File: config.mk
export PLATFORM = sky130hd
export DESIGN_NAME = serial_port_top
export DESIGN_NICKNAME = d
export VERILOG_FILES = /design/src/include/serial_port_pkg.sv /design/src/core/phase_selector.sv /design/src/core/serial_port_top.sv /design/src/core/sync_bits.sv
export SDC_FILE = /design/constraint.sdc
export NUM_CORES = 1
export LEC_CHECK = 0
export BUFFER_PORTS_ARGS = -buffer_cell sky130_fd_sc_hd__buf_2
export CAP_MARGIN = 20
export CORE_UTILIZATION = 45
export DETAILED_ROUTE_END_ITERATION = 8
export PLACE_DENSITY_LB_ADDON = 0.25
export SLEW_MARGIN = 10
export SYNTH_ARGS = -nofsm -noshare
export SYNTH_HDL_FRONTEND = slang
export SYNTH_SLANG_ARGS = --single-unit
File: constraint.sdc
create_clock -name clock -period 4.1 [get_ports clock]
set_input_delay 0.205 -clock clock [delete_from_list [all_inputs] [get_ports clock]]
set_output_delay 0.205 -clock clock [all_outputs]
set_load 0.005 [all_outputs]
File: src/include/serial_port_pkg.sv
// Overview of operation
// - sampling phase chosen and re-chosen automatically
// - every phase change raises a warning
// - external clock mode: sample against incoming clock
// - internal/rx mode: sample against driven clock
// - optional alarm on inactive handshake lines
// - rts-controlled mode: carrier follows the rts pin
`default_nettype none
package serial_port_pkg;

  localparam int ADDR_W = 8;
  localparam int DATA_W = 32;
  localparam int DIV_W  = 16;
  localparam int GAP_W  = 8;
  localparam int VOTE_W = 3;
  localparam int EVT_W  = 3;

  // register byte offsets
  localparam logic [ADDR_W-1:0] OFS_CTRL   = 8'h00;
  localparam logic [ADDR_W-1:0] OFS_CLKDIV = 8'h04;
  localparam logic [ADDR_W-1:0] OFS_STATUS = 8'h08;
  localparam logic [ADDR_W-1:0] OFS_INT_ST = 8'h0c;
  localparam logic [ADDR_W-1:0] OFS_INT_EN = 8'h10;
  localparam logic [ADDR_W-1:0] OFS_INT_CL = 8'h14;

  // control field positions
  localparam int CTRL_SRC_LSB   = 0;
  localparam int CTRL_ALARM_BIT = 2;
  localparam int CTRL_RTS_BIT   = 3;
  localparam int CTRL_FORCE_BIT = 4;

  // status field positions
  localparam int ST_PHASE_BIT   = 0;
  localparam int ST_RTS_BIT     = 1;
  localparam int ST_DTR_BIT     = 2;
  localparam int ST_CARRIER_BIT = 3;
  localparam int ST_ALARM_BIT   = 4;

  // event bit positions
  localparam int EVT_PHASE = 0;
  localparam int EVT_RTS   = 1;
  localparam int EVT_DTR   = 2;

  // reset values and counts
  localparam logic [DIV_W-1:0]  CLKDIV_RST = 16'h000c;
  localparam logic [EVT_W-1:0]  INT_EN_RST = 3'h0;
  localparam logic [VOTE_W-1:0] VOTE_MAX   = 3'h7;
  localparam logic [VOTE_W-1:0] VOTE_MID   = 3'h4;
  localparam logic [GAP_W-1:0]  GAP_MAX    = 8'hff;

  typedef enum logic [1:0] {
    SRC_INTERNAL = 2'h0,
    SRC_RX       = 2'h1,
    SRC_EXT      = 2'h2
  } clk_src_t;

  typedef enum logic {
    PH_RISE = 1'b0,
    PH_FALL = 1'b1
  } phase_t;

  typedef struct packed {
    logic     carrier_force;
    logic     carrier_rts;
    logic     alarm_en;
    clk_src_t clk_src;
  } ctrl_t;

  localparam ctrl_t CTRL_RST = '{carrier_force: 1'b0, carrier_rts: 1'b0,
                                 alarm_en: 1'b0, clk_src: SRC_INTERNAL};

  typedef struct packed {
    logic dtr;
    logic rts;
    logic tx_data;
    logic tx_clk;
  } pins_t;

  typedef struct packed {
    logic [ADDR_W-1:0] addr;
    logic [DATA_W-1:0] wdata;
    logic              wr;
    logic              rd;
  } bus_req_t;

endpackage
`default_nettype wire

File: src/core/phase_selector.sv
`timescale 1ns/1ps
`default_nettype none
module phase_selector (
  input  wire logic                    clock,
  input  wire logic                    rst_n,
  input  wire logic                    ref_rise,
  input  wire logic                    ref_fall,
  input  wire logic                    data_edge,
  output serial_port_pkg::phase_t      phase,
  output logic                         switch_pulse
);
  import serial_port_pkg::*;

  logic [GAP_W-1:0]  since_rise_ff;
  logic [GAP_W-1:0]  since_fall_ff;
  logic [VOTE_W-1:0] vote_ff;
  phase_t            phase_ff;
  logic              switch_ff;
  logic [GAP_W-1:0]  nxt_since_rise;
  logic [GAP_W-1:0]  nxt_since_fall;
  logic [VOTE_W-1:0] nxt_vote;
  phase_t            nxt_phase;
  logic              nxt_switch;
  logic              near_rise;

  always_comb begin
    nxt_since_rise = ref_rise ? '0 : (since_rise_ff == GAP_MAX ? GAP_MAX : since_rise_ff + 8'h01);
    nxt_since_fall = ref_fall ? '0 : (since_fall_ff == GAP_MAX ? GAP_MAX : since_fall_ff + 8'h01);
    near_rise      = since_rise_ff < since_fall_ff;
    nxt_vote       = vote_ff;
    nxt_phase      = phase_ff;
    nxt_switch     = 1'b0;
    if (data_edge) begin
      if (near_rise && vote_ff != VOTE_MAX) begin
        nxt_vote = vote_ff + 3'h1;
      end else if (!near_rise && vote_ff != 3'h0) begin
        nxt_vote = vote_ff - 3'h1;
      end
    end
    unique case (phase_ff)
      PH_RISE: begin
        if (nxt_vote == VOTE_MAX) begin
          nxt_phase = PH_FALL;
          nxt_vote  = VOTE_MID;
          nxt_switch = 1'b1;
        end
      end
      PH_FALL: begin
        if (nxt_vote == 3'h0) begin
          nxt_phase  = PH_RISE;
          nxt_vote   = VOTE_MID;
          nxt_switch = 1'b1;
        end
      end
    endcase
  end

  always_ff @(posedge clock or negedge rst_n) begin
    if (!rst_n) begin
      since_rise_ff <= GAP_MAX;
      since_fall_ff <= GAP_MAX;
      vote_ff       <= VOTE_MID;
      phase_ff      <= PH_RISE;
      switch_ff     <= 1'b0;
    end else begin
      since_rise_ff <= nxt_since_rise;
      since_fall_ff <= nxt_since_fall;
      vote_ff       <= nxt_vote;
      phase_ff      <= nxt_phase;
      switch_ff     <= nxt_switch;
    end
  end

  assign phase        = phase_ff;
  assign switch_pulse = switch_ff;

endmodule
`default_nettype wire

File: src/core/serial_port_top.sv
`timescale 1ns/1ps
`default_nettype none
module serial_port_top (
  input  wire logic                             clock,
  input  wire logic                             arst_n,
  input  wire serial_port_pkg::bus_req_t        bus_req,
  output logic [serial_port_pkg::DATA_W-1:0]    rdata,
  input  wire serial_port_pkg::pins_t           pins_in,
  input  wire logic                             rx_half_tick,
  output logic                                  int_tx_clk_out,
  output logic                                  tx_bit,
  output logic                                  tx_bit_valid,
  output logic                                  carrier_on,
  output logic                                  handshake_alarm,
  output logic                                  irq
);
  import serial_port_pkg::*;

  // reset release
  logic [1:0]        rst_sync_ff;
  logic              rst_n;

  // synchronised pins and their previous values
  pins_t             pins_s;
  pins_t             pins_prev_ff;

  // internal transmit clock
  logic [DIV_W-1:0]  div_cnt_ff;
  logic              int_clk_ff;
  logic              int_prev_ff;
  logic [DIV_W-1:0]  nxt_div_cnt;
  logic              nxt_int_clk;

  // registers
  ctrl_t             ctrl_ff;
  logic [DIV_W-1:0]  clkdiv_ff;
  logic [EVT_W-1:0]  int_en_ff;
  logic [EVT_W-1:0]  int_st_ff;
  logic [DATA_W-1:0] rdata_ff;
  ctrl_t             nxt_ctrl;
  logic [DIV_W-1:0]  nxt_clkdiv;
  logic [EVT_W-1:0]  nxt_int_en;
  logic [EVT_W-1:0]  nxt_int_st;
  logic [DATA_W-1:0] nxt_rdata;
  logic [EVT_W-1:0]  clear_mask;
  logic [EVT_W-1:0]  evt;
  logic [DATA_W-1:0] status_word;

  // outputs
  logic              tx_bit_ff;
  logic              tx_valid_ff;
  logic              carrier_ff;
  logic              alarm_ff;
  logic              irq_ff;
  logic              nxt_tx_bit;
  logic              nxt_tx_valid;
  logic              nxt_carrier;
  logic              nxt_alarm;
  logic              nxt_irq;

  // sampling reference
  logic              ref_rise;
  logic              ref_fall;
  logic              data_edge;
  logic              sel_edge;
  phase_t            phase;
  logic              phase_switch;

  always_ff @(posedge clock or negedge arst_n) begin
    if (!arst_n) begin
      rst_sync_ff <= 2'h0;
    end else begin
      rst_sync_ff <= {rst_sync_ff[0], 1'b1};
    end
  end

  assign rst_n = rst_sync_ff[1];

  sync_bits #(
    .WIDTH ($bits(pins_t))
  ) u_sync (
    .clock (clock),
    .rst_n (rst_n),
    .din   (pins_in),
    .dout  (pins_s)
  );

  always_ff @(posedge clock or negedge rst_n) begin
    if (!rst_n) begin
      pins_prev_ff <= '0;
      int_prev_ff  <= 1'b0;
    end else begin
      pins_prev_ff <= pins_s;
      int_prev_ff  <= int_clk_ff;
    end
  end

  // internal clock: divider, or half-period ticks from the receive side
  always_comb begin
    nxt_div_cnt = div_cnt_ff;
    nxt_int_clk = int_clk_ff;
    if (ctrl_ff.clk_src == SRC_RX) begin
      nxt_div_cnt = '0;
      if (rx_half_tick) begin
        nxt_int_clk = ~int_clk_ff;
      end
    end else if (div_cnt_ff >= clkdiv_ff) begin
      nxt_div_cnt = '0;
      nxt_int_clk = ~int_clk_ff;
    end else begin
      nxt_div_cnt = div_cnt_ff + 16'h0001;
    end
  end

  always_ff @(posedge clock or negedge rst_n) begin
    if (!rst_n) begin
      div_cnt_ff <= '0;
      int_clk_ff <= 1'b0;
    end else begin
      div_cnt_ff <= nxt_div_cnt;
      int_clk_ff <= nxt_int_clk;
    end
  end

  // reference edges by clocking mode
  always_comb begin
    if (ctrl_ff.clk_src == SRC_EXT) begin
      ref_rise = pins_s.tx_clk & ~pins_prev_ff.tx_clk;
      ref_fall = ~pins_s.tx_clk & pins_prev_ff.tx_clk;
    end else begin
      ref_rise = int_clk_ff & ~int_prev_ff;
      ref_fall = ~int_clk_ff & int_prev_ff;
    end
    data_edge = pins_s.tx_data ^ pins_prev_ff.tx_data;
  end

  phase_selector u_phase (
    .clock        (clock),
    .rst_n        (rst_n),
    .ref_rise     (ref_rise),
    .ref_fall     (ref_fall),
    .data_edge    (data_edge),
    .phase        (phase),
    .switch_pulse (phase_switch)
  );

  // data sampling and line outputs
  always_comb begin
    sel_edge     = (phase == PH_FALL) ? ref_fall : ref_rise;
    nxt_tx_bit   = sel_edge ? pins_s.tx_data : tx_bit_ff;
    nxt_tx_valid = sel_edge;
    nxt_carrier  = ctrl_ff.carrier_rts ? pins_s.rts : ctrl_ff.carrier_force;
    nxt_alarm    = ctrl_ff.alarm_en & (~pins_s.rts | ~pins_s.dtr);
    nxt_irq      = |(int_st_ff & int_en_ff);
  end

  always_ff @(posedge clock or negedge rst_n) begin
    if (!rst_n) begin
      tx_bit_ff   <= 1'b0;
      tx_valid_ff <= 1'b0;
      carrier_ff  <= 1'b0;
      alarm_ff    <= 1'b0;
      irq_ff      <= 1'b0;
    end else begin
      tx_bit_ff   <= nxt_tx_bit;
      tx_valid_ff <= nxt_tx_valid;
      carrier_ff  <= nxt_carrier;
      alarm_ff    <= nxt_alarm;
      irq_ff      <= nxt_irq;
    end
  end

  // register file
  always_comb begin
    nxt_ctrl   = ctrl_ff;
    nxt_clkdiv = clkdiv_ff;
    nxt_int_en = int_en_ff;
    clear_mask = '0;
    nxt_rdata  = '0;
    evt        = '0;
    evt[EVT_PHASE] = phase_switch;
    evt[EVT_RTS]   = ctrl_ff.alarm_en & pins_prev_ff.rts & ~pins_s.rts;
    evt[EVT_DTR]   = ctrl_ff.alarm_en & pins_prev_ff.dtr & ~pins_s.dtr;

    status_word = '0;
    status_word[ST_PHASE_BIT]   = phase;
    status_word[ST_RTS_BIT]     = pins_s.rts;
    status_word[ST_DTR_BIT]     = pins_s.dtr;
    status_word[ST_CARRIER_BIT] = carrier_ff;
    status_word[ST_ALARM_BIT]   = alarm_ff;

    if (bus_req.wr) begin
      unique case (bus_req.addr)
        OFS_CTRL: begin
          nxt_ctrl.clk_src       = clk_src_t'(bus_req.wdata[CTRL_SRC_LSB +: 2]);
          nxt_ctrl.alarm_en      = bus_req.wdata[CTRL_ALARM_BIT];
          nxt_ctrl.carrier_rts   = bus_req.wdata[CTRL_RTS_BIT];
          nxt_ctrl.carrier_force = bus_req.wdata[CTRL_FORCE_BIT];
        end
        OFS_CLKDIV: nxt_clkdiv = bus_req.wdata[DIV_W-1:0];
        OFS_INT_EN: nxt_int_en = bus_req.wdata[EVT_W-1:0];
        OFS_INT_CL: clear_mask = bus_req.wdata[EVT_W-1:0];
        default: ;
      endcase
    end

    // set wins over a clear in the same cycle
    nxt_int_st = (int_st_ff & ~clear_mask) | evt;

    if (bus_req.rd) begin
      unique case (bus_req.addr)
        OFS_CTRL: begin
          nxt_rdata[CTRL_SRC_LSB +: 2] = ctrl_ff.clk_src;
          nxt_rdata[CTRL_ALARM_BIT]    = ctrl_ff.alarm_en;
          nxt_rdata[CTRL_RTS_BIT]      = ctrl_ff.carrier_rts;
          nxt_rdata[CTRL_FORCE_BIT]    = ctrl_ff.carrier_force;
        end
        OFS_CLKDIV: nxt_rdata[DIV_W-1:0] = clkdiv_ff;
        OFS_STATUS: nxt_rdata = status_word;
        OFS_INT_ST: nxt_rdata[EVT_W-1:0] = int_st_ff;
        OFS_INT_EN: nxt_rdata[EVT_W-1:0] = int_en_ff;
        default: nxt_rdata = '0;
      endcase
    end
  end

  always_ff @(posedge clock or negedge rst_n) begin
    if (!rst_n) begin
      ctrl_ff   <= CTRL_RST;
      clkdiv_ff <= CLKDIV_RST;
      int_en_ff <= INT_EN_RST;
      int_st_ff <= '0;
      rdata_ff  <= '0;
    end else begin
      ctrl_ff   <= nxt_ctrl;
      clkdiv_ff <= nxt_clkdiv;
      int_en_ff <= nxt_int_en;
      int_st_ff <= nxt_int_st;
      rdata_ff  <= nxt_rdata;
    end
  end

  assign rdata           = rdata_ff;
  assign int_tx_clk_out  = int_clk_ff;
  assign tx_bit          = tx_bit_ff;
  assign tx_bit_valid    = tx_valid_ff;
  assign carrier_on      = carrier_ff;
  assign handshake_alarm = alarm_ff;
  assign irq             = irq_ff;

endmodule
`default_nettype wire

File: src/core/sync_bits.sv
`timescale 1ns/1ps
`default_nettype none
module sync_bits #(
  parameter int WIDTH = 4
) (
  input  wire logic             clock,
  input  wire logic             rst_n,
  input  wire logic [WIDTH-1:0] din,
  output logic      [WIDTH-1:0] dout
);

  logic [WIDTH-1:0] meta_ff;
  logic [WIDTH-1:0] hold_ff;

  // two flops per pin, first stage read only by the second
  for (genvar i = 0; i < WIDTH; i++) begin : g_bit
    always_ff @(posedge clock or negedge rst_n) begin
      if (!rst_n) begin
        meta_ff[i] <= 1'b0;
        hold_ff[i] <= 1'b0;
      end else begin
        meta_ff[i] <= din[i];
        hold_ff[i] <= meta_ff[i];
      end
    end
  end

  assign dout = hold_ff;

endmodule
`default_nettype wire

# == Word-level counts from Yosys, hierarchy flattened ==
# Cells that the tools add are included.
# word_totals
ff_bits,117
latchBits,0
ramBits,0
rom_bits,0
inputBits,49
out_inout_bits,38
word_cells,117
n_memories,0
# classes
addsub,5
n_mul,0
div,0
order_cmp,2
eq_ne,12
shift,0
muxes,30
bitwise,22
n_reduce_logical,12
# ops
cell,n
$mux W16,3
$mux W8,4
$mux W3,7
$add A16 B1 Y16 const B,1
$add A8 B1 Y8 const B,2
$eq A8 B4 Y1 const B,2
$eq A8 B5 Y1 const B,2
$eq A8 B8 Y1 const B,2
$ge A16 B16 Y1,1
$pmux W3 S5,1
$mux W11,1
$mux W1,10
$and A1 B1 Y1,9
$eq A8 B3 Y1 const B,1
$logic_not A8 Y1,1
$lt A8 B8 Y1,1
$reduce_and A2 Y1,4
$not A1 Y1,7
$and A3 B3 Y3,2
$pmux W2 S3,1
$pmux W3 S2,1
$pmux W1 S2,2
$add A3 B1 Y3 const B,1
$eq A3 B3 Y1 const B,1
15 further kinds,16

# == Logic depth before layout (Yosys ltp) ==
# Gate-level depths: netlist of the first run.
# depth
word_depth,9
depth_mapped,9

# == Hierarchy ==
# From an unflattened synthesis of the first run, not the netlist that was laid out.
# unflattened
cells_unflattened,448
hier_area_um2,5054.8
# modules_own_cells
mod,n_inst,cells_per_inst,area_each_um2,seq_area_each_um2
serial_port_top,1,298,3433.3,1804.2
phase_selector,1,142,1421.4,546.8
sync_bits,1,8,200.2,200.2

# == Worst setup path before layout of the first run ==
# No wires, ideal clock.
# synth_timing
path_type,flip-flop to flip-flop
start,reg u_phase.since_fall_ff[7]
end,reg u_phase.phase_ff (netlist: u_phase.phase)
setup_time_ns,0.118
arrival_time_ns,2.183
required_ns,3.982
slack_ns,1.799
path_stages_with_launch,10
period_less_slack_ns,2.301
path_cell_list,dfstp_2 inv_1 ha_1 a21o_1 a311oi_2 o21ai_2 and2_4 a221oi_4 a21boi_0 a21o_1
# synth_between
elab_chain_cells,9
# synth_lines
element,line_no,source
start: declaration,phase_selector.sv:15,logic [GAP_W-1:0] since_fall_ff;
start signal: assignment,phase_selector.sv:67,since_fall_ff <= nxt_since_fall;
$lt A8 B8 Y1 (*),phase_selector.sv:29,near_rise = since_rise_ff < since_fall_ff;
$logic_not A1 Y1,phase_selector.sv:36,end else if (!near_rise && vote_ff != 3'h0) begin
$logic_and A1 B1 Y1,phase_selector.sv:36,
$mux W3,phase_selector.sv:36,
$mux W3 (*),phase_selector.sv:34,if (near_rise && vote_ff != VOTE_MAX) begin
$mux W3 (*),phase_selector.sv:33,if (data_edge) begin
$eq A3 B3 Y1 / $logic_not A3 Y1 (equally long branches),"phase_selector.sv:42, phase_selector.sv:49",
"$mux W1, on equally long branches","phase_selector.sv:42, phase_selector.sv:49",
$pmux W1 S2 (*),phase_selector.sv:40,unique case (phase_ff)
via u_phase.nxt_phase,phase_selector.sv:22,phase_t nxt_phase;
end signal: assignment,phase_selector.sv:69,phase_ff <= nxt_phase;
end: declaration,phase_selector.sv:17,phase_t phase_ff;
# Mark *: on every way through the listed nets, which the timed path passes. The rest lies on a longest branch.
# A chain may end at the register's enable or synchronous reset.

# == Worst setup path after layout of the first run ==
# Same ends and word-level chain as after synthesis.

==> out/results.ini, run 1 <==
[critical_path]
critPathKind = reg -> reg
crit_path_end_kind = flip-flop
cp.required_ns = 4.36
cp.arrival_ns = 2.83
worst_setup_path_start_kind = flip-flop
cp_max_fo = 6

[global_routing]
grt_pass1_wl_mm = 16.0
top_usage_layer = met2
grt_util_all_layers_pct = 18.0
grt-ovfl-total = 0
grt_pass1_vias = 3406
use_met1_pct = 22.2
antenna_found_initial = 0
grt_use_met3_pct = 5.21
met2_usage_pct = 30.3
grt_max_degree = 78

[synthesis]
ys_ff_latch = 101
synth_edf_count = 0
yosysSeqAreaShare_pct = 51.1
syn_area_per_cell_um2 = 10.7
syn_area_um2 = 4990
yosys.area.top_type = dfrtp_1
yosysTopAreaCellShare_pct = 41.1
synth_area_leaders = dfrtp_1 (41%), dfstp_2 (10%), ha_1 (7.5%)
ys.warnings.count = 0
ys_async_sr_fraction_pct = 100
synth_ff_type = dfrtp_1
netlist_instances = 468
synth_cell_types = 59

[route]
drtIter0Drc = 206
drc = 0
vias = 3480
wl_mm = 9.55
routedWlPerCell_um = 14.1
postRouteAntennaNets = 0
vias_per_cell = 5.16
drtPass1Iterations = 6

[sta]
min_period_ns = 2.57
final-hold-violation-count = 0
clock.fmax_ghz = 0.389
drv_slew = 0
finalSetupTns_ns = 0
worst_pin_slew_ns = 0.983
skew_ns = 0.0221
setup_viol = 0
fin_crit_sh_pct = 62.6
rsz0062_at_grt = no
relSlewSlack_pct = 34.4

[cts]
clock-root-buffer = clkbuf_8
cts.reportedPaths.clkPinSlew_ns = 0.09
cts_buffer_depth = 2
cts_buffers = 9
cts_tree = built
cts_resized = 0
clk_latency_ns = 0.38
clock-sinks = 101
htreeDepth = 3

[job]
max-cap-violations = 0

[floorplan]
start_util_pct = 46.1
die_w_um = 107
io_pins = 87
die_h_um = 107
rows = 38
coreArea_um2 = 10800
dieArea_um2 = 11500

[placement]
dp.cells = 654
globalplace.congestion = 0.842
portBuffers = 54
hpwl_mm = 6.97

[pwr]
power.density_nw_per_um2 = 516
ir_worst_vdd_v = 0.000292
p_leak_nw = 2.73

[finish]
layout.cells.non_filler = 675
layout.nets = 609
drive_gt1_share_pct = 22.6
syn_to_final_growth_pct = 12.2
diodes = 0

[run_status]
run_status = finished, final reports clean

[hold_path]
hold_path_class = in -> reg

[where the power goes]
part / switching (W) / internal (W) / leakage, nW
Clock: 0.000343 / 0.000301 / 0.0999
Sequential: 0.000154 / 0.00118 / 1.21
Combinational: 0.000484 / 0.000431 / 1.43
[per-stage QoR]
| step | cell area [um^2] | worst slack (ns) | hold WS, ns | util (%) | power (W) |
|---|---|---|---|---|---|
| after floorplan | 5050 | 1.11 | -0.0906 | - | 0.00206 |
| after global placement | 5350 | 1.68 | -0.0109 | 49.4 | 0.00222 |
| after detailed placement | 5350 | 1.56 | -0.00686 | 49.4 | 0.00227 |
| after CTS | 5610 | 1.54 | 0.0135 | 51.7 | 0.00293 |
| after global routing | 5610 | 1.36 | 0.0300 | 51.7 | 0.00311 |
| final | 5610 | 1.53 | 0.0354 | 51.7 | 0.00289 |
[final cells by class]
class | count | area, um^2
Fill cell | 984 | 5240
Timing Repair Buffer | 61 | 335
Clock inverter | 5 | 60.1
Multi-Input combinational cell | 321 | 2200
Inverter | 36 | 135
Clock buffer | 11 | 141
Sequential cell | 101 | 2550
Tap cell | 140 | 175
[logic make-up (layout without fill, tap and decap cells)]
family / count (synthesis) / count (layout) / share of synthesized area, %
AOI/OAI and AO/OA: 88 / 88 / 12.0
and+or+nand+nor: 148 / 148 / 15.2
muxes: 17 / 17 / 4.46
adders and majority gates: 30 / 30 / 7.52
DFF: 101 / 101 / 51.1
xor gates and xnor gates: 21 / 21 / 3.68
other: 2 / 17 / 0.150
buffers and inverters: 61 / 113 / 5.94
[Yosys cell counts, drive strengths merged, types with 2 or more instances]
| cell | number |
|---|---|
| nand4 | 5 |
| a22oi | 6 |
| nor2 | 36 |
| nand2b | 6 |
| a21o | 9 |
| a31oi | 3 |
| nor2b | 8 |
| o21ai | 28 |
| or2 | 2 |
| a21oi | 21 |
| clkbuf | 3 |
| xnor2 | 14 |
| xor2 | 7 |
| dfstp | 19 |
| a21boi | 3 |
| nor3b | 2 |
| inv | 36 |
| nand3b | 2 |
| nand3 | 12 |
| nor4 | 2 |
| or3 | 2 |
| and3 | 11 |
| o2111ai | 2 |
| a211oi | 2 |
| nand2 | 38 |
| and2 | 13 |
| o21a | 2 |
| o211ai | 3 |
| conb | 2 |
| mux2 | 12 |
| dfrtp | 82 |
| mux4 | 3 |
| nor3 | 7 |
| mux2i | 2 |
| buf | 22 |
| ha | 30 |
[layout by cell type (no fill, tap or decap), drive strengths merged, types with 14 or more instances in the layout]
master and instances:
a21oi 21, buf 56, conb 17, dfrtp 82, dfstp 19, ha 30
inv 37, nand2 38, nor2 36, o21ai 28, xnor2 14
[per-layer routing]
layer | part of all wire, % | wire [um]
met1 | 44 | 4150
met2 | 52 | 4950
met3 | 3.0 | 287
met4 | 1.6 | 152
met5 | 0 | 0
[flip-flops by register name, summed over array words and instances, names as in the netlist, 2 cells and up]
signal                 count
ctrl_ff                    5
u_phase.since_fall_ff      8
u_phase.vote_ff            3
div_cnt_ff                16
u_phase.since_rise_ff      8
clkdiv_ff                 16
rdata                     16
u_sync.dout                4
int_st_ff                  3
int_en_ff                  3
u_sync.meta_ff             4
rst_sync_ff                2
pins_prev_ff               4
[critical path, stage by stage (launching register included)]
cell,delay (ns)
dfstp_2,0.56
inv_1,0.07
ha_1,0.37
a21o_1,0.23
a311oi_2,0.28
o21ai_2,0.12
and2_4,0.17
a221oi_4,0.33
a21boi_0,0.15
a21o_1,0.18
[timing repair]
action | in CTS | in global routing
hold endpoints to repair | 6 | 0
hold buffers | 5 | 0
setup buffers | 0 | 0
[worst paths after layout]
path	startpoint	end	slack, ns	cells past startpoint
min in group asynchronous	arst_n	rst_sync_ff[1]	0.14	2
setup reg to reg	u_phase.since_fall_ff[7]	u_phase.phase	1.53	9
setup / recovery	u_phase.since_fall_ff[7]	u_phase.phase	1.53	9
hold / removal	bus_req[7]	clkdiv_ff[5]	0.04	3
max in group asynchronous	rst_sync_ff[1]	u_phase.since_rise_ff[5]	2.64	1
hold reg to reg	u_sync.meta_ff[0]	u_sync.dout[0]	0.36	0
No activity file was read; power rests on OpenSTA's default activity.
==> run 2, diff against run 1 <==
==> constraint.sdc (replaced) <==
create_clock -name clock -period 2.32 [get_ports clock]
set_input_delay 0.116 -clock clock [delete_from_list [all_inputs] [get_ports clock]]
set_output_delay 0.116 -clock clock [all_outputs]
set_load 0.005 [all_outputs]
==> out/results.ini, run 2 (synthesis gave the netlist of run 1 again) <==
[finish]
drive_gt1_share_pct = 26.9  ; +4.3 points
final_cell_mix = dfrtp_1 (81), buf_2 (54), nand2_1 (36), nor2_1 (36), inv_1 (34)
nFillCells = 956  ; -2.8%
final_common_cell = dfrtp_1
final_area_um2 = 6030  ; +7.5%
layout.nets = 643  ; +5.6%
diodes = 0  ; unchanged
syn_to_final_growth_pct = 20.6

[sta]
skew_ns = 0.0167  ; -0.00540 ns
final-hold-violation-count = 0  ; unchanged
clock.fmax_ghz = 0.436  ; +12%
min_period_ns = 2.29  ; -0.275 ns
layout_setup_ws_ns = 0.0274  ; -1.50 ns
relSlewSlack_pct = 64.2  ; +30 points
fin_crit_sh_pct = 98.8  ; +36 points
setup_viol = 0  ; unchanged
whs_ns = 0.0295  ; -0.00597 ns
drv_slew = 0  ; unchanged
rsz0062_at_grt = yes
worst_pin_slew_ns = 0.537  ; -0.446 ns
finalSetupTns_ns = 0  ; unchanged

[critical_path]
critPathKind = reg -> reg
worstRegToRegCells = 9  ; unchanged
cp-startpoint = u_phase.since_fall_ff[7]
crit_end = u_phase.phase
worst_setup_path_start_kind = flip-flop
reg2reg_from = u_phase.since_fall_ff[7]
cp.arrival_ns = 2.58  ; -0.25 ns
rrSetupSlack_ns = 0.03  ; -1.50 ns
r2r-end = u_phase.phase
crit_path_end_kind = flip-flop
cp_max_fo = 5  ; -1
cp.required_ns = 2.60  ; -1.76 ns

[cts]
clock-sinks = 101  ; unchanged
cts.reportedPaths.clkPinSlew_ns = 0.10  ; about the same
cts_tree = built
cts_buffer_depth = 2  ; unchanged
htreeDepth = 3  ; unchanged
cts_buffers = 9  ; unchanged
clk_latency_ns = 0.39  ; about the same
clock-root-buffer = clkbuf_8

[pwr]
comb_power_share_pct = 36.4  ; +4.8 points
ir_worst_vdd_v = 0.000503  ; +72%
clkPwrFrac_pct = 19.9  ; -2.4 points
seq_power_share_pct = 43.6  ; -2.5 points
power.density_nw_per_um2 = 900  ; +74%
intPower_w = 0.00348  ; +82%
sw_frac_of_total_pct = 35.9  ; +2.0 points
power_w = 0.00543  ; +88%
p_leak_nw = 2.92  ; +6.7%
power.switching_w = 0.00195  ; +98%

[route]
drtPass1Iterations = 4  ; -2
vias = 3627  ; +4.2%
vias_per_cell = 5.12  ; -0.77%
drc = 0  ; unchanged
wl_mm = 10.0  ; +4.9%
postRouteAntennaNets = 0  ; unchanged
routedWlPerCell_um = 14.1  ; -0.13%
drtIter0Drc = 156  ; -24%

[floorplan]
die_h_um = 107  ; unchanged
die_w_um = 107  ; unchanged
io_pins = 87  ; unchanged
dieArea_um2 = 11500  ; unchanged
coreArea_um2 = 10800  ; unchanged
rows = 38  ; unchanged
start_util_pct = 46.1  ; unchanged

[hold_path]
hold_path_class = in -> async

[placement]
globalplace.congestion = 0.828  ; -1.7%
dpl_cell_area_um2 = 5450  ; +1.8%
hpwl_mm = 7.10  ; +1.9%
dp_slack_ns = -0.147  ; -1.71 ns
portBuffers = 54  ; unchanged

[global_routing]
grt_util_all_layers_pct = 19.1  ; +1.1 points
grt-ovfl-total = 0  ; unchanged
grt_max_degree = 42  ; -46%
antenna_found_initial = 0  ; unchanged
grt_pass1_vias = 3673  ; +7.8%
grt_pass1_wl_mm = 17.0  ; +6.2%

[job]
max-cap-violations = 0  ; unchanged

[run_status]
run_status = finished, final reports clean

run 2: cell count changes in the layout (fill, tap and decap cells not counted), moves of 4 or more:
cell	delta
ha_1	-4
dlygate4sd3_1	+17
buf_4	+16
ha_4	+4
run 2: through the flow:
step	utilization, %	instances
after floorplan	-	483
after global placement	50.3	665
after detailed placement	50.3	665
after CTS	54.8	707
after global routing	55.6	709
final	55.6	709
run 2: metal layers:
layer,GRT usage [%],share of wire [%]
met5,0,0
met4,6.85,1.4
met3,4.96,3.1
met2,32.6,51
met1,23.4,44
run 2: timing repair:
action / 4_1_cts / 5_1_grt
endpoints found under the setup margin: 5 / 5
hold endpoints to repair: 29 / 0
pin swaps: 8 / 12
buffers inserted: 4 / 2
hold buffers: 22 / 0
resized for setup: 9 / 9
run 2: worst max-delay path, cell delays in order, from the launching register on:
cell and delay, ns:
dfstp_2 0.55, inv_2 0.05, ha_4 0.23, buf_4 0.15, a311oi_4 0.32, o21ai_2 0.11
and2_4 0.17, a221oi_4 0.32, o21bai_1 0.13, a21o_1 0.16
run 2: worst min-delay path by stage:
stage,startpoint,to,slack (ns),depth (start not counted)
after CTS,arst_n,rst_sync_ff[0],0.01,2
after detailed placement,arst_n,rst_sync_ff[0],-0.1,1
final,arst_n,rst_sync_ff[1],0.03,2
after floorplan,arst_n,rst_sync_ff[0],-0.18,0
after global placement,arst_n,rst_sync_ff[0],-0.1,1
after global routing,arst_n,rst_sync_ff[1],0.04,2
run 2: layout make-up:
cell class | instances | area, um^2 | area share [%]
Clock buffer | 9 | 124 | 2.06
Clock inverter | 7 | 67.6 | 1.12
Inverter | 36 | 135 | 2.24
Multi-Input combinational cell | 321 | 2320 | 38.6
Sequential cell | 101 | 2550 | 42.4
Tap cell | 140 | 175 | 2.91
Timing Repair Buffer | 95 | 646 | 10.7
run 2: power groups by stage:
stage / clock network, W / registers (W) / logic [W]
2_1_floorplan: 0 / 0.00233 / 0.00131
3_3_place_gp: 0 / 0.00237 / 0.00159
3_5_place_dp: 0 / 0.00239 / 0.00166
4_1_cts: 0.00113 / 0.00236 / 0.00182
5_1_grt: 0.00119 / 0.00241 / 0.00222
6_report: 0.00108 / 0.00237 / 0.00198
==> run 3, diff against run 2 <==
==> constraint.sdc (replaced) <==
create_clock -name clock -period 2.5 [get_ports clock]
set_input_delay 0.125 -clock clock [delete_from_list [all_inputs] [get_ports clock]]
set_output_delay 0.125 -clock clock [all_outputs]
set_load 0.005 [all_outputs]
==> out/results.ini, run 3 (synthesis gave the netlist of run 1 again) <==
[run_status]
run_status = finished, final reports clean

[route]
vias = 3523  ; -2.9%
drc = 0  ; unchanged
postRouteAntennaNets = 0  ; unchanged
vias_per_cell = 5.07  ; -0.91%
drtIter0Drc = 245  ; +57%
wl_mm = 9.59  ; -4.3%
routedWlPerCell_um = 13.8  ; -2.3%
drtPass1Iterations = 4  ; unchanged

[sta]
final-hold-violation-count = 0  ; unchanged
layout_setup_ws_ns = 0.113  ; +0.0859 ns
min_period_ns = 2.39  ; +0.0941 ns
worst_pin_slew_ns = 0.589  ; +0.0516 ns
fin_crit_sh_pct = 95.5  ; -3.3 points
clock.fmax_ghz = 0.419  ; -3.9%
setup_viol = 0  ; unchanged
finalSetupTns_ns = 0  ; unchanged
whs_ns = 0.0236  ; -0.00584 ns
skew_ns = 0.0188  ; +0.00211 ns
drv_slew = 0  ; unchanged
relSlewSlack_pct = 60.5  ; -3.7 points
rsz0062_at_grt = no

[floorplan]
coreArea_um2 = 10800  ; unchanged
dieArea_um2 = 11500  ; unchanged
start_util_pct = 46.1  ; unchanged
io_pins = 87  ; unchanged
rows = 38  ; unchanged
die_w_um = 107  ; unchanged
die_h_um = 107  ; unchanged

[global_routing]
grt-ovfl-total = 0  ; unchanged
grt_pass1_wl_mm = 16.4  ; -3.4%
grt_max_degree = 59  ; +40%
antenna_found_initial = 0  ; unchanged
grt_util_all_layers_pct = 18.5  ; -0.65 points
grt_pass1_vias = 3592  ; -2.2%

[placement]
portBuffers = 54  ; unchanged
dp_slack_ns = 0.0180  ; +0.165 ns
hpwl_mm = 6.87  ; -3.3%
globalplace.congestion = 0.874  ; +5.5%
dpl_cell_area_um2 = 5390  ; -1.1%

[cts]
clock-sinks = 101  ; unchanged
cts_buffers = 9  ; unchanged
htreeDepth = 3  ; unchanged
clock-root-buffer = clkbuf_8
clk_latency_ns = 0.39  ; about the same
cts_buffer_depth = 2  ; unchanged
cts.reportedPaths.clkPinSlew_ns = 0.11  ; about the same
cts_tree = built

[pwr]
power_w = 0.00504  ; -7.1%
p_leak_nw = 2.85  ; -2.4%
ir_worst_vdd_v = 0.000486  ; -3.3%
power.density_nw_per_um2 = 857  ; -4.8%

[finish]
drive_gt1_share_pct = 24.1  ; -2.7 points
final_cell_mix = dfrtp_1 (81), buf_2 (54), nor2_1 (36), inv_1 (35), nand2_1 (35)
diodes = 0  ; unchanged
syn_to_final_growth_pct = 17.8
final_area_um2 = 5880  ; -2.3%
final_common_cell = dfrtp_1
layout.nets = 629  ; -2.2%

[critical_path]
cp.arrival_ns = 2.64  ; +0.06 ns
worst_setup_path_start_kind = flip-flop
crit_path_end_kind = flip-flop
cp.required_ns = 2.75  ; +0.15 ns
critPathKind = reg -> reg
cp_max_fo = 6  ; +1

[job]
max-cap-violations = 0  ; unchanged

[hold_path]
hold_path_class = in -> reg

==> run 3: layout make-up <==
cell class / count / area (um^2)
Timing Repair Buffer: 81 / 538
Inverter: 36 / 135
Clock buffer: 11 / 141
Fill cell: 935 / 4960
Multi-Input combinational cell: 321 / 2250
Clock inverter: 5 / 90.1
Sequential cell: 101 / 2550
Tap cell: 140 / 175
==> run 3: through the flow <==
| step | std cells | util, % |
|---|---|---|
| final | 695 | 54.3 |
| after global routing | 695 | 54.3 |
| after floorplan | 483 | - |
| after global placement | 657 | 49.7 |
| after CTS | 694 | 53.8 |
| after detailed placement | 657 | 49.7 |
==> run 3: layer usage <==
layer | part of all wire, % | vias to the layer above | routed length [um] | global-route usage (%)
li1 | - | 1731 | - | -
met1 | 43 | 1742 | 4170 | 22.5
met2 | 52 | 40 | 4950 | 31.5
met3 | 3.4 | 10 | 328 | 5.21
met4 | 1.5 | 0 | 140 | 6.26
met5 | 0 | - | 0 | 0
==> run 3: power breakdown <==
part | switching [W] | internal, W
clock network | 0.000589 | 0.000605
logic | 0.000851 | 0.000815
registers | 0.000247 | 0.00194
total | 0.00169 | 0.00336
==> run 3: repair_timing <==
| action | in CTS | in global routing |
|---|---|---|
| hold endpoints to repair | 26 | 0 |
| setup buffers | 0 | 1 |
| endpoints found under the setup margin | 0 | 5 |
| resized for setup | 0 | 12 |
| hold buffers | 21 | 0 |
==> run 3: worst paths after layout <==
check,startpoint,endpoint,slack [ns],cells past startpoint
worst min register to register,rst_sync_ff[1],rdata[8],0.32,0
min in group asynchronous,arst_n,rst_sync_ff[1],0.04,2
worst max register to register,u_phase.since_fall_ff[7],u_phase.vote_ff[1],0.11,9
worst min-delay path,bus_req[2],int_en_ff[0],0.02,2
max in group asynchronous,rst_sync_ff[1],u_phase.vote_ff[2],1.42,1
worst max-delay path,u_phase.since_fall_ff[7],u_phase.vote_ff[1],0.11,9
==> run 3: worst max-delay path, stage by stage, from the launching register on <==
cell      delay [ns]
dfstp_2         0.56
inv_2           0.06
ha_4            0.26
a21o_1          0.20
a311oi_2        0.33
o21ai_2         0.12
and3_4          0.20
or3_4           0.36
nand2_4         0.10
a21oi_1         0.07
